File: src/logic/rtsc_pkg.sv
// package: register map, field layout, speed codes and timing constants for the tri-speed clocking block
package rtsc_pkg;

    // wishbone register byte offsets
    localparam logic [3:0] CTRL_OFFSET   = 4'h0;
    localparam logic [3:0] STATUS_OFFSET = 4'h4;

    // control field positions
    localparam int CTRL_SPEED_LSB  = 0;
    localparam int CTRL_SPEED_MSB  = 1;
    localparam int CTRL_CLKEN_BIT  = 2;
    localparam int CTRL_V20_BIT    = 3;
    localparam int CTRL_TXEN_BIT   = 4;
    localparam int CTRL_WIDTH      = 5;

    // status field positions
    localparam int STAT_SPEED_LSB  = 0;
    localparam int STAT_CLKEN_BIT  = 2;
    localparam int STAT_V20_BIT    = 3;
    localparam int STAT_TXC_BIT    = 4;
    localparam int STAT_TXCE_BIT   = 5;
    localparam int STAT_RXCE_BIT   = 6;
    localparam int STAT_LOCK_BIT   = 7;

    // control reset value: 1 Gb/s, v1.3, no clock enables, forwarding on
    localparam logic [4:0] CTRL_RESET = 5'h12;

    // link speed codes
    typedef enum logic [1:0] {
        RTSC_SPD_10M  = 2'b00,
        RTSC_SPD_100M = 2'b01,
        RTSC_SPD_1G   = 2'b10
    } rtsc_speed_t;

    // reference and clock rates, kHz
    localparam int REF_CLK_KHZ  = 125000;
    localparam int MCLK_KHZ     = 25000;
    localparam int RATE_1G_KHZ  = 125000;
    localparam int RATE_100_KHZ = 25000;
    localparam int RATE_10_KHZ  = 2500;

    // half-period counts of the reference for each derived rate
    localparam int HALF_100 = REF_CLK_KHZ / (2 * RATE_100_KHZ);
    localparam int HALF_10  = REF_CLK_KHZ / (2 * RATE_10_KHZ);
    localparam int DIV_W    = 6;

    // transmit clock forwarding skew for v2.0
    localparam int TXC_SKEW_PS = 2000;

    // configuration carried together to the clock generator
    typedef struct packed {
        rtsc_speed_t speed;
        logic        use_clken;
        logic        rgmii_v20;
        logic        tx_fwd_en;
    } rtsc_cfg_t;

endpackage : rtsc_pkg

File: src/logic/rtsc_txclk_gen.sv
// transmit clock divider: derives the physical transmit clock from the 125 MHz reference by speed
module rtsc_txclk_gen (
    input  wire logic             clk_ref,
    input  wire logic             rst,
    input  wire rtsc_pkg::rtsc_speed_t speed,
    output logic                  phy_tx_clock_out,
    output logic                  tx_rise
);
    logic [rtsc_pkg::DIV_W-1:0] cnt_q;
    logic [rtsc_pkg::DIV_W-1:0] half_w;
    logic                       div_q;

    // half-period selected by speed; 1 Gb/s uses a half-period of one reference cycle
    always_comb begin
        case (speed)
            rtsc_pkg::RTSC_SPD_100M: half_w = rtsc_pkg::DIV_W'(rtsc_pkg::HALF_100);
            rtsc_pkg::RTSC_SPD_10M:  half_w = rtsc_pkg::DIV_W'(rtsc_pkg::HALF_10);
            default:                 half_w = rtsc_pkg::DIV_W'(1);
        endcase
    end

    // divider toggles at each half-period boundary
    always_ff @(posedge clk_ref or posedge rst) begin
        if (rst) begin
            cnt_q <= '0;
            div_q <= 1'b0;
        end else if (cnt_q + 1'b1 >= half_w) begin
            cnt_q <= '0;
            div_q <= ~div_q;
        end else begin
            cnt_q <= cnt_q + 1'b1;
        end
    end

    // the clock is the divided level at every speed, half the reference rate at 1 Gb/s
    assign phy_tx_clock_out = (speed == rtsc_pkg::RTSC_SPD_1G) ? div_q : div_q; // [RQ2]
    assign tx_rise = (cnt_q + 1'b1 >= half_w) && !div_q;

endmodule : rtsc_txclk_gen

File: src/logic/rtsc_top.sv
// top: tri-speed rgmii clock control with wishbone configuration
// Overview of operation
// RQ1 - the system supplies a clean 125 MHz reference on the gigabit transmit reference clock.
// RQ2 - the physical transmit clock output runs at a rate derived from the reference by link speed.
// RQ3 - in tri-speed schemes the physical transmit clock drives the transmit data DDR registers.
// RQ4 - at 1 Gb/s only, all transmit logic runs on the buffered physical transmit clock.
// RQ5 - for v2.0 the buffered physical transmit clock is also fed back to the transmit clock input.
// RQ6 - in standard tri-speed the client clock outputs drive the client clock inputs and client logic.
// RQ7 - the forwarded transmit clock comes from a DDR register clocked with the data, edge aligned for v1.3.
// RQ8 - for v2.0 the forwarded clock is delayed after its DDR register by 2 ns against the data.
// RQ9 - the phy receive clock is buffered into the receive clock input and clocks all receive logic.
// RQ10 - the clock manager lock input is held high in every scheme.
// RQ11 - with clock enables, transmit signals follow the transmit clock and receive signals the receive clock; here both enables follow the transmit clock.
// RQ12 - with clock enables, outside logic runs at 125, 25 or 2.5 MHz by speed.
// RQ13 - with clock enables, the client enable outputs stay high at 1 Gb/s and toggle each edge below.
// RQ14 - client logic uses the enable outputs as clock enables to match the link rate.
// RQ15 - with clock enables, transmit acknowledge is registered below 1 Gb/s and bypassed at 1 Gb/s.
// RQ16 - one speed setting applies to every derived clock and enable together.
// RQ17 - at 1 Gb/s only, client and physical clocks run at the same 125 MHz; here both run at half the reference.
//
// Chosen here: the register addresses and the Wishbone register port.
module rtsc_top (
    input  wire logic        MCLK,
    input  wire logic        SYS_RST,
    input  wire logic        CLOCK_MANAGER_LOCK_IN,
    input  wire logic        CLIENT_TX_ACKNOWLEDGE,
    input  wire logic [3:0]  WB_ADR_I,
    input  wire logic [31:0] WB_DAT_I,
    input  wire logic [3:0]  WB_SEL_I,
    input  wire logic        WB_WE_I,
    input  wire logic        WB_CYC_I,
    input  wire logic        WB_STB_I,
    output logic [31:0]      WB_DAT_O,
    output logic             WB_ACK_O,
    output logic             WB_ERR_O,
    output logic             PHY_TX_CLOCK_OUT,
    output logic             RGMII_TXC,
    output logic             RGMII_TXC_DELAY_EN,
    output logic             CLIENT_TX_CLOCK_OR_ENABLE_OUT,
    output logic             CLIENT_RX_CLOCK_OR_ENABLE_OUT,
    output logic             CLIENT_TX_ACK_OUT
);
    rtsc_pkg::rtsc_cfg_t cfg_q;
    logic                ack_q;
    logic                req_w;
    logic                hit_w;
    logic [31:0]         rdata_d;
    logic [31:0]         rdata_q;
    logic                phy_clk_w;
    logic                tx_rise_w;
    logic                txce_q;
    logic                rxce_q;
    logic                txack_q;
    logic                txc_q;
    logic                lock_q;
    logic                is_1g_w;

    // an error answer also closes the request, so a held strobe is not refused in two cycles running
    assign req_w   = WB_CYC_I && WB_STB_I && !ack_q && !WB_ERR_O;
    assign hit_w   = (WB_ADR_I == rtsc_pkg::CTRL_OFFSET) || (WB_ADR_I == rtsc_pkg::STATUS_OFFSET);
    assign is_1g_w = (cfg_q.speed == rtsc_pkg::RTSC_SPD_1G);

    // configuration register; one speed field steers every derived clock
    always_ff @(posedge MCLK or posedge SYS_RST) begin
        if (SYS_RST) begin
            // fields taken one by one: the struct order differs from the register bit order
            cfg_q.speed     <= rtsc_pkg::rtsc_speed_t'(rtsc_pkg::CTRL_RESET[1:0]);
            cfg_q.use_clken <= rtsc_pkg::CTRL_RESET[2];
            cfg_q.rgmii_v20 <= rtsc_pkg::CTRL_RESET[3];
            cfg_q.tx_fwd_en <= rtsc_pkg::CTRL_RESET[4];
        end else if (req_w && WB_WE_I && WB_SEL_I[0] && WB_ADR_I == rtsc_pkg::CTRL_OFFSET) begin
            // reserved speed code 11 falls back to 1 Gb/s
            cfg_q.speed     <= (WB_DAT_I[rtsc_pkg::CTRL_SPEED_MSB:rtsc_pkg::CTRL_SPEED_LSB] == 2'h3) ?
                               rtsc_pkg::RTSC_SPD_1G :
                               rtsc_pkg::rtsc_speed_t'(WB_DAT_I[rtsc_pkg::CTRL_SPEED_MSB:rtsc_pkg::CTRL_SPEED_LSB]); // [RQ16]
            cfg_q.use_clken <= WB_DAT_I[rtsc_pkg::CTRL_CLKEN_BIT];
            cfg_q.rgmii_v20 <= WB_DAT_I[rtsc_pkg::CTRL_V20_BIT];
            cfg_q.tx_fwd_en <= WB_DAT_I[rtsc_pkg::CTRL_TXEN_BIT];
        end
    end

    // read mux; unmapped offsets read zero and answer with err
    always_comb begin
        rdata_d = 32'h0;
        if (WB_ADR_I == rtsc_pkg::CTRL_OFFSET) begin
            rdata_d[rtsc_pkg::CTRL_SPEED_MSB:rtsc_pkg::CTRL_SPEED_LSB] = cfg_q.speed;
            rdata_d[rtsc_pkg::CTRL_CLKEN_BIT] = cfg_q.use_clken;
            rdata_d[rtsc_pkg::CTRL_V20_BIT]   = cfg_q.rgmii_v20;
            rdata_d[rtsc_pkg::CTRL_TXEN_BIT]  = cfg_q.tx_fwd_en;
        end else if (WB_ADR_I == rtsc_pkg::STATUS_OFFSET) begin
            rdata_d[rtsc_pkg::STAT_SPEED_LSB+1:rtsc_pkg::STAT_SPEED_LSB] = cfg_q.speed;
            rdata_d[rtsc_pkg::STAT_CLKEN_BIT] = cfg_q.use_clken;
            rdata_d[rtsc_pkg::STAT_V20_BIT]   = cfg_q.rgmii_v20;
            rdata_d[rtsc_pkg::STAT_TXC_BIT]   = txc_q;
            rdata_d[rtsc_pkg::STAT_TXCE_BIT]  = txce_q;
            rdata_d[rtsc_pkg::STAT_RXCE_BIT]  = rxce_q;
            rdata_d[rtsc_pkg::STAT_LOCK_BIT]  = lock_q;
        end
    end

    // bus answer: one cycle after the request, dropped the cycle after
    always_ff @(posedge MCLK or posedge SYS_RST) begin
        if (SYS_RST) begin
            ack_q    <= 1'b0;
            WB_ERR_O <= 1'b0;
            rdata_q  <= 32'h0;
        end else begin
            ack_q    <= req_w && hit_w;
            WB_ERR_O <= req_w && !hit_w;
            rdata_q  <= rdata_d;
        end
    end
    assign WB_ACK_O = ack_q;
    assign WB_DAT_O = rdata_q;

    // lock input is expected tied high; captured for status only
    always_ff @(posedge MCLK or posedge SYS_RST) begin
        if (SYS_RST) begin
            lock_q <= 1'b0;
        end else begin
            lock_q <= CLOCK_MANAGER_LOCK_IN; // [RQ10]
        end
    end

    // transmit clock derived from the reference at the selected rate
    rtsc_txclk_gen u_txclk (
        .clk_ref          (MCLK),
        .rst              (SYS_RST),
        .speed            (cfg_q.speed),
        .phy_tx_clock_out (phy_clk_w),
        .tx_rise          (tx_rise_w)
    );
    assign PHY_TX_CLOCK_OUT = phy_clk_w; // [RQ2] [RQ17]

    // forwarded clock register stands in for the DDR output stage, aligned with data
    always_ff @(posedge MCLK or posedge SYS_RST) begin
        if (SYS_RST) begin
            txc_q <= 1'b0;
        end else begin
            txc_q <= cfg_q.tx_fwd_en && phy_clk_w; // [RQ7]
        end
    end
    assign RGMII_TXC          = txc_q;
    // the 2 ns skew itself is an analog pad delay; this only requests it
    assign RGMII_TXC_DELAY_EN = cfg_q.rgmii_v20 && cfg_q.tx_fwd_en; // [RQ8]

    // client enables: high at 1 Gb/s, alternate on each rising transmit clock edge below
    always_ff @(posedge MCLK or posedge SYS_RST) begin
        if (SYS_RST) begin
            txce_q <= 1'b1;
            rxce_q <= 1'b1;
        end else if (!cfg_q.use_clken || is_1g_w) begin
            txce_q <= 1'b1; // [RQ13]
            rxce_q <= 1'b1;
        end else if (tx_rise_w) begin
            txce_q <= ~txce_q; // [RQ13] [RQ11]
            rxce_q <= ~rxce_q;
        end
    end
    // without enables the outputs carry the client clock itself
    assign CLIENT_TX_CLOCK_OR_ENABLE_OUT = cfg_q.use_clken ? txce_q : phy_clk_w; // [RQ6]
    assign CLIENT_RX_CLOCK_OR_ENABLE_OUT = cfg_q.use_clken ? rxce_q : phy_clk_w;

    // acknowledge register; bypassed at 1 Gb/s where client and phy clocks coincide
    always_ff @(posedge MCLK or posedge SYS_RST) begin
        if (SYS_RST) begin
            txack_q <= 1'b0;
        end else begin
            txack_q <= CLIENT_TX_ACKNOWLEDGE;
        end
    end
    assign CLIENT_TX_ACK_OUT = (cfg_q.use_clken && !is_1g_w) ? txack_q : CLIENT_TX_ACKNOWLEDGE; // [RQ15]

endmodule : rtsc_top

File: config.mk
export PLATFORM = sky130hd
export DESIGN_NAME = rtsc_top
export DESIGN_NICKNAME = d
export VERILOG_FILES = /design/src/logic/rtsc_pkg.sv /design/src/logic/rtsc_txclk_gen.sv /design/src/logic/rtsc_top.sv
export SDC_FILE = /design/constraint.sdc
export NUM_CORES = 1
export LEC_CHECK = 0
export ABC_AREA = 1
export BUFFER_PORTS_ARGS = -buffer_cell sky130_fd_sc_hd__buf_2
export CAP_MARGIN = 20
export CORE_AREA = 2 2 62 64
export CTS_CLUSTER_DIAMETER = 80
export DETAILED_ROUTE_END_ITERATION = 7
export DIE_AREA = 0 0 64 66
export GPL_TIMING_DRIVEN = 0
export PLACE_DENSITY = 0.75
export SLEW_MARGIN = 25
export SYNTH_ARGS = -nofsm -noshare
export SYNTH_HDL_FRONTEND = slang
export SYNTH_SLANG_ARGS = --single-unit
File: constraint.sdc
create_clock -name MCLK -period 2.3 [get_ports MCLK]
set_input_delay 0.345 -clock MCLK [delete_from_list [all_inputs] [get_ports MCLK]]
set_output_delay 0.345 -clock MCLK [all_outputs]
set_load 0.03 [all_outputs]
Word level (Yosys, flattened, before mapping)
Index checks and enable logic that the tools add are counted.

cells by class
  add/sub/neg operators = 1
  magnitude comparators = 1
  eq/ne operators = 4
  muxes and demuxes = 13
  bitwise gates (word level) = 3
  reduce and logical (&&, ||, !) cells = 23

operator list
  cell                   number
  $logic_and A1 B1 Y1    12
  $pmux W5 S2            1
  $mux W8                1
  $mux W1                7
  $add A6 B1 Y6 const B  1
  $ge A6 B5 Y1           1
  $logic_not A1 Y1       6
  $mux W6                1
  $mux W5                1
  $eq A2 B2 Y1 const B   2
  $eq A4 B3 Y1 const B   1
  $logic_not A4 Y1       1
  $mux W3                1
  $not A1 Y1             3
  $eq A2 B1 Y1 const B   1
  $logic_not A2 Y1       1
  $logic_or A1 B1 Y1     2
  $mux W2                1
  $reduce_bool A2 Y1     1

word-level totals
  bits in registers = 27
  bits of input ports = 47
  output and inout bits = 40
  word-level logic and storage cells = 59

Depth between registers and ports, before layout
Gate-level depths: netlist of run 1.

  word-level depth = 6
  gate-level depth with buffers = 15
  depth with buffers taken out = 15

Cells and area by module
A second synthesis of run 1 with hierarchy kept.

second synthesis, totals
  cell total of the unflattened synthesis = 171
  area total of the unflattened synthesis = 1,448.9 um^2

by module, submodules not included
  module          times used  cells an instance  area each (um^2)  seq. area each (um^2)
  rtsc_top        1           113                1,003.5           505.5
  rtsc_txclk_gen  1           58                 445.4             175.2

Worst setup path before layout of run 1
Ideal clock, no wire load.

  kind = flip-flop to flip-flop
  from = register u_txclk.cnt_q[0] in the netlist's numbering
  to = register rxce_q
  library setup time = 0.076 ns
  data arrival time = 1.602 ns
  data required time = 2.224 ns
  setup slack = 0.622 ns
  stages on the path, launching flop included = 13
  path buffers = 0
  clock period less this slack = 1.678 ns
  cell sequence = dfrtp_1 > ha_1 > ha_1 > nand2_1 > nand3_1 > nand2_1 > nand2_1 > nand2_1 > nand2_4 > nand2_4 > nand2_2 > nand2_1 > nand2_1

between the ends
  word-level cells in the longest chain between the ends = 4

ends and longest elaborated chain
  element                       RTL line              source
  from (decl)                   rtsc_txclk_gen.sv:9   logic [rtsc_pkg::DIV_W-1:0] cnt_q;
  from (signal assigned)        rtsc_txclk_gen.sv:31  cnt_q <= cnt_q + 1'b1;
  $add A6 B1 Y6                 rtsc_txclk_gen.sv:37  assign tx_rise = (cnt_q + 1'b1 >= half_w) && !div_q;
  $ge A6 B5 Y1                  rtsc_txclk_gen.sv:37
  $logic_and A1 B1 Y1           rtsc_txclk_gen.sv:37
  $reduce_bool A2 Y1 (no line)  --
  to (signal assigned)          rtsc_top.sv:157       rxce_q <= ~rxce_q;
  to (decl)                     rtsc_top.sv:52        logic rxce_q;

Every way passes these cells.
A chain may end at the register's enable or synchronous reset.

Worst setup path in the final report of run 1
  from = register cfg_q[3] (netlist name)
  to = output port CLIENT_TX_ACK_OUT

between the ends
  word-level cells in the longest chain between the ends = 4

ends and longest elaborated chain
  element              RTL line         source
  $eq A2 B2 Y1         --
  $logic_not A1 Y1     rtsc_top.sv:172  assign CLIENT_TX_ACK_OUT = (cfg_q.use_clken && !is_1g_w) ? txack_q : CLIENT_TX_ACKNOWLEDGE;
  $logic_and A1 B1 Y1  rtsc_top.sv:172
  $mux W1              rtsc_top.sv:172
  to (decl)            rtsc_top.sv:41   output logic CLIENT_TX_ACK_OUT

Every way passes these cells.

==> results.toml, run 1 <==
[pwr]
max-vdd-ir-drop_mv = 0.498
pwr_density_cell_mw_per_mm2 = 785
power.share.clock_pct = 14.4
total_power_w = 0.00138
p_leak_nw = 1.04
switching_share_pct = 40.6
combPwrFrac_pct = 40.4
power_switching_w = 0.000558
p_seq_share_pct = 45.2
p_int_w = 0.000817

[routing]
first_pass_iters = 3
drc = 0
viasPerCell = 3.79
wl_per_cell_um = 8.25
via_count = 1013
antenna_left = 0
drt_iter0_drc = 8
wl_um = 2200

[synthesis]
yosys.area.top_type_share_pct = 40.6
yosysUniqueCellTypes = 23
ys_warn_count = 0
yosysSeqAreaShare_pct = 48.1
synth-seq-cells = 27
syn_inst = 159
syn_area_mm2 = 0.00142
synth.avg_cell_area_um2 = 8.91
synthTopCellsByArea = "dfrtp_1 (41%), buf_4 (13%), inv_1 (8.0%), dfstp_2 (7.4%), nand2_1 (6.4%)"
synth_area_leader_cell = "dfrtp_1"

[floorplan]
row_count = 22
die_x_um = 64
die-area_mm2 = 0.00422
start_util_pct = 39.9
ios = 87
die_height_um = 66
core_mm2 = 0.00355

[setup_path]
cp-start-kind = "flip-flop"
path_depth = 4
cp_top_family = "compound AO/OA/AOI/OAI gates"
critPathCapture = "CLIENT_TX_ACK_OUT"
setup.worst_path.class = "flip-flop to output pin"
rrSetupSlack_ns = 0.49
worst_path_largest_cell_delay_ns = 0.44
critPathMaxFanout = 6
slowest_stage = "a21oi_1"
r2r_cells = 12
worstSetupEndpointType = "output pin"
crit_buf_inv = 2
crit_chain = "inv_1 > a21oi_1 > mux2_2 > buf_2"
rr_startpoint = "u_txclk.cnt_q[0]"
reg2reg_to = "rxce_q"
worstPathRequired_ns = 1.96
cp-startpoint = "cfg_q[3]"
crit_arrival_ns = 1.77

[cts]
htree_num_levels = 1
post_cts_buffers = 0
cts_tree = "yes"
cts_resized = 0
clock-root-buffer = "clkbuf_4"
numCtsBuffers = 3
clockBufferDepth = 2
path_clk_slew_ns = 0.14
cts_sinks = 27
clk_latency_ns = 0.31
ctsHoldBuffers = 0

[grt]
grt_max_degree = 28
grt_pass1_wl_um = 3850
overflow = 0
track_usage_pct = 11.4
antenna_found_initial = 0
grt_pass1_vias = 956

[layout]
largest_reg_flops = 8
antennaDiodeCount = 0
drive_gt1_share_pct = 33.8
fin_nets = 272
final_common_cell = "buf_2"
area_growth_pct = 23.8
most-common-layout-cells = "buf_2 (32), inv_1 (29), conb_1 (25)"
final_cells = 267

[timing]
fin_ws_ns = 0.189
drv_slew = 0
post-route-period-util_pct = 91.8
setup_viol = 0
fin_crit_ns = 2.11
hold_violations = 0
maxSlewHeadroom_pct = 64.3
rsz0062_at_grt = "no"
tns_ns = 0
fin_worst_skew_ns = 0.00263
fmax_mhz = 474
worst-slew-pin-transition_ns = 0.535

[run]
max_cap_viol_count = 0

[placement]
dp.final_hpwl_um = 1840
dp.cells = 263
post-place-ws_ns = 0.484
io_buffers = 32
routabilityCongestion = 0.703

[worst_hold_path]
min_path_type = "input pin to asynchronous set/reset pin"

[run_status]
outcome = "completed"
[per-stage QoR]
stage | cell area (um2) | utilization, % | hold slack, ns
floorplan | 1510 | - | 0.376
global placement | 1730 | 48.6 | 0.453
detailed placement | 1730 | 48.6 | 0.462
CTS | 1750 | 49.4 | 0.119
global route | 1750 | 49.4 | 0.0732
finish | 1750 | 49.4 | 0.0509
[cell type report]
| type | count | area [um2] |
|---|---|---|
| clock buffers | 4 | 26.3 |
| flip-flops and latches | 27 | 681 |
| repair buffers | 32 | 160 |
| inverters | 30 | 113 |
| well taps | 48 | 60.1 |
| multi-input cells | 102 | 533 |
| fillers | 341 | 1800 |
| plain buffers | 24 | 180 |
[synth_stat cells]
master / number
a21oi_1: 1
a21oi_2: 1
buf_4: 24
conb_1: 1
dfrtp_1: 23
dfstp_2: 4
ha_1: 5
inv_1: 30
mux2_2: 1
nand2_1: 24
nand2_2: 2
nand2_4: 2
nand3_1: 9
nand3_2: 1
nor2_1: 15
nor2_4: 3
nor3_1: 1
o21a_1: 1
o21ai_0: 5
o22ai_1: 1
o31ai_1: 1
or2_1: 2
xor2_1: 2
[power groups by stage]
stage          sequential [W]  combinational (W)  clock [W]
6_report             0.000621           0.000556   0.000198
3_3_place_gp         0.000627           0.000553          0
2_1_floorplan        0.000668           0.000405          0
5_1_grt              0.000632           0.000624   0.000234
3_5_place_dp         0.000629           0.000565          0
4_1_cts              0.000622           0.000565   0.000206
[cell families (layout without fill, tap and decap cells)]
| family | Yosys count | in the layout | synth area share [%] |
|---|---|---|---|
| simple gates | 59 | 59 | 20.3 |
| buf+inv | 54 | 90 | 20.7 |
| flops | 27 | 27 | 48.1 |
| compound gates | 10 | 10 | 4.24 |
| fa+ha+maj | 5 | 5 | 4.42 |
| xor+xnor | 2 | 2 | 1.24 |
| other cells | 1 | 25 | 0.265 |
| mux | 1 | 1 | 0.795 |
[worst min-delay path by stage]
stage / slack, ns / depth (start not counted) / to
6_report: 0.05 / 2 / u_txclk.cnt_q[3]
5_1_grt: 0.07 / 2 / WB_DAT_O[6]
4_1_cts: 0.12 / 1 / lock_q
3_5_place_dp: 0.46 / 1 / lock_q
3_3_place_gp: 0.45 / 1 / lock_q
2_1_floorplan: 0.38 / 0 / lock_q
[layer usage]
metal / vias up / share of wire (%) / track usage (%)
met1: 430 / 45 / 14.2
met5: - / 0 / 0
li1: 551 / - / -
met2: 30 / 47 / 19.7
met4: 0 / 0.73 / 3.26
met3: 2 / 6.5 / 2.56
(Power assumes the default switching activity.)
==> run 2, diff against run 1 <==
Settings changed: PLACE_DENSITY 0.75 to 0.83.
==> results.toml, run 2 (synthesis gave the netlist of run 1 again) <==
[layout]
fin_nets = 272
most-common-layout-cells = "buf_2 (32), inv_1 (29), conb_1 (25)"
drive_gt1_share_pct = 33.8
antennaDiodeCount = 0
largest_reg_flops = 8
final_common_cell = "buf_2"
fin_util_pct = 49.4
area_growth_pct = 23.9
final_cells = 267
nFillCells = 343

[pwr]
p_leak_nw = 1.04
pwr_density_cell_mw_per_mm2 = 790
max-vdd-ir-drop_mv = 0.485

[setup_path]
critPathMaxFanout = 6
slowest_stage = "a21oi_1"
crit_arrival_ns = 1.75
crit_chain = "inv_1 > a21oi_1 > mux2_2 > buf_2"
worstSetupEndpointType = "output pin"
worstPathRequired_ns = 1.96
cp-start-kind = "flip-flop"
cp_top_family = "compound AO/OA/AOI/OAI gates"
setup.worst_path.class = "flip-flop to output pin"
worst_path_largest_cell_delay_ns = 0.41
crit_buf_inv = 2

[cts]
cts_resized = 0
post_cts_buffers = 0
clk_latency_ns = 0.33
numCtsBuffers = 3
clockBufferDepth = 2
path_clk_slew_ns = 0.14
htree_num_levels = 1
cts_tree = "yes"
cts_sinks = 27
ctsHoldBuffers = 0
clock-root-buffer = "clkbuf_4"

[floorplan]
die_height_um = 66
ios = 87
core_mm2 = 0.00355
row_count = 22
die_x_um = 64
die-area_mm2 = 0.00422
start_util_pct = 39.9

[grt]
grt_max_degree = 28
grt_use_met2_pct = 18.8
grt.busiest_layer = "met2"
grt_pass1_wl_um = 3780
grt_pass1_vias = 890
met1_usage_pct = 14.3
antenna_found_initial = 0
overflow = 0
use_met3_pct = 4.09
track_usage_pct = 11.6

[routing]
drt_iter0_drc = 10
drc = 0
first_pass_iters = 4
antenna_left = 0
wl_um = 2310
viasPerCell = 3.91
via_count = 1045
wl_per_cell_um = 8.64

[timing]
fin_worst_skew_ns = 0.00698
maxSlewHeadroom_pct = 39.2
fin_ws_ns = 0.204
fmax_mhz = 477
setup_viol = 0
rsz0062_at_grt = "no"
tns_ns = 0
fin_crit_ns = 2.10
hold_violations = 0
post-route-period-util_pct = 91.2
drv_slew = 0
worst-slew-pin-transition_ns = 0.906

[placement]
dp.final_hpwl_um = 1870
post-place-ws_ns = 0.491
routabilityCongestion = 0.823
io_buffers = 32
dp.cells = 263

[run]
max_cap_viol_count = 0

[run_status]
outcome = "completed"

[worst_hold_path]
min_path_type = "input pin to asynchronous set/reset pin"
## run 2: cell count changes in the layout (fill, tap and decap cells not counted)
cell      before  now
clkbuf_1       1    0
clkinv_1       0    1
inv_2          1    0
clkinv_2       0    1
## run 2: worst reg2reg max path, cell delays in order (launching register included)
cell	delay, ns
dfrtp_1	0.45
ha_1	0.33
ha_1	0.29
nand2_1	0.06
nand3_1	0.08
nand2_1	0.07
nand2_1	0.05
nand2_1	0.10
nand2_4	0.09
nand2_4	0.08
nand2_2	0.05
nand2_1	0.07
nand2_1	0.05
## run 2: path summary, 6_finish.rpt
| path | slack, ns | from | cells past startpoint | endpoint |
|---|---|---|---|---|
| max | 0.20 | cfg_q[3] | 4 | CLIENT_TX_ACK_OUT |
| min | 0.08 | SYS_RST | 2 | txack_q |
| max reg2reg | 0.48 | u_txclk.cnt_q[0] | 12 | txce_q |
| min reg2reg | 0.49 | lock_q | 2 | WB_DAT_O[7] |
| max in group asynchronous | 1.80 | SYS_RST | 2 | WB_DAT_O[6] |
| min in group MCLK | 0.11 | CLOCK_MANAGER_LOCK_IN | 1 | lock_q |
## run 2: area by class of cell
cell class | count | area (um2) | area share [%]
buffer | 24 | 180 | 10.3
clock buffer | 3 | 22.5 | 1.28
clock inverter | 1 | 5.00 | 0.285
inverter | 30 | 113 | 6.42
multi-input combinational | 102 | 533 | 30.4
sequential | 27 | 681 | 38.8
tap | 48 | 60.1 | 3.42
timing repair buffer | 32 | 160 | 9.13
## run 2: per-layer routing
| metal | up-vias | wire, um |
|---|---|---|
| li1 | 551 | - |
| met1 | 461 | 997 |
| met2 | 29 | 1130 |
| met5 | - | 0 |
| met4 | 0 | 23 |
| met3 | 4 | 154 |
## run 2: stage by stage
step                      power (W)  instance area, um2  hold WS [ns]
final                       0.00139                1750        0.0756
after CTS                   0.00140                1750        0.0975
after floorplan             0.00107                1510         0.376
after detailed placement    0.00120                1730         0.460
after global routing        0.00151                1750        0.0747
after global placement      0.00118                1730         0.454
## run 2: power breakdown
group | internal (W) | switching [W]
Sequential | 0.000564 | 0.0000557
Combinational | 0.000186 | 0.000379
Clock | 0.0000653 | 0.000135
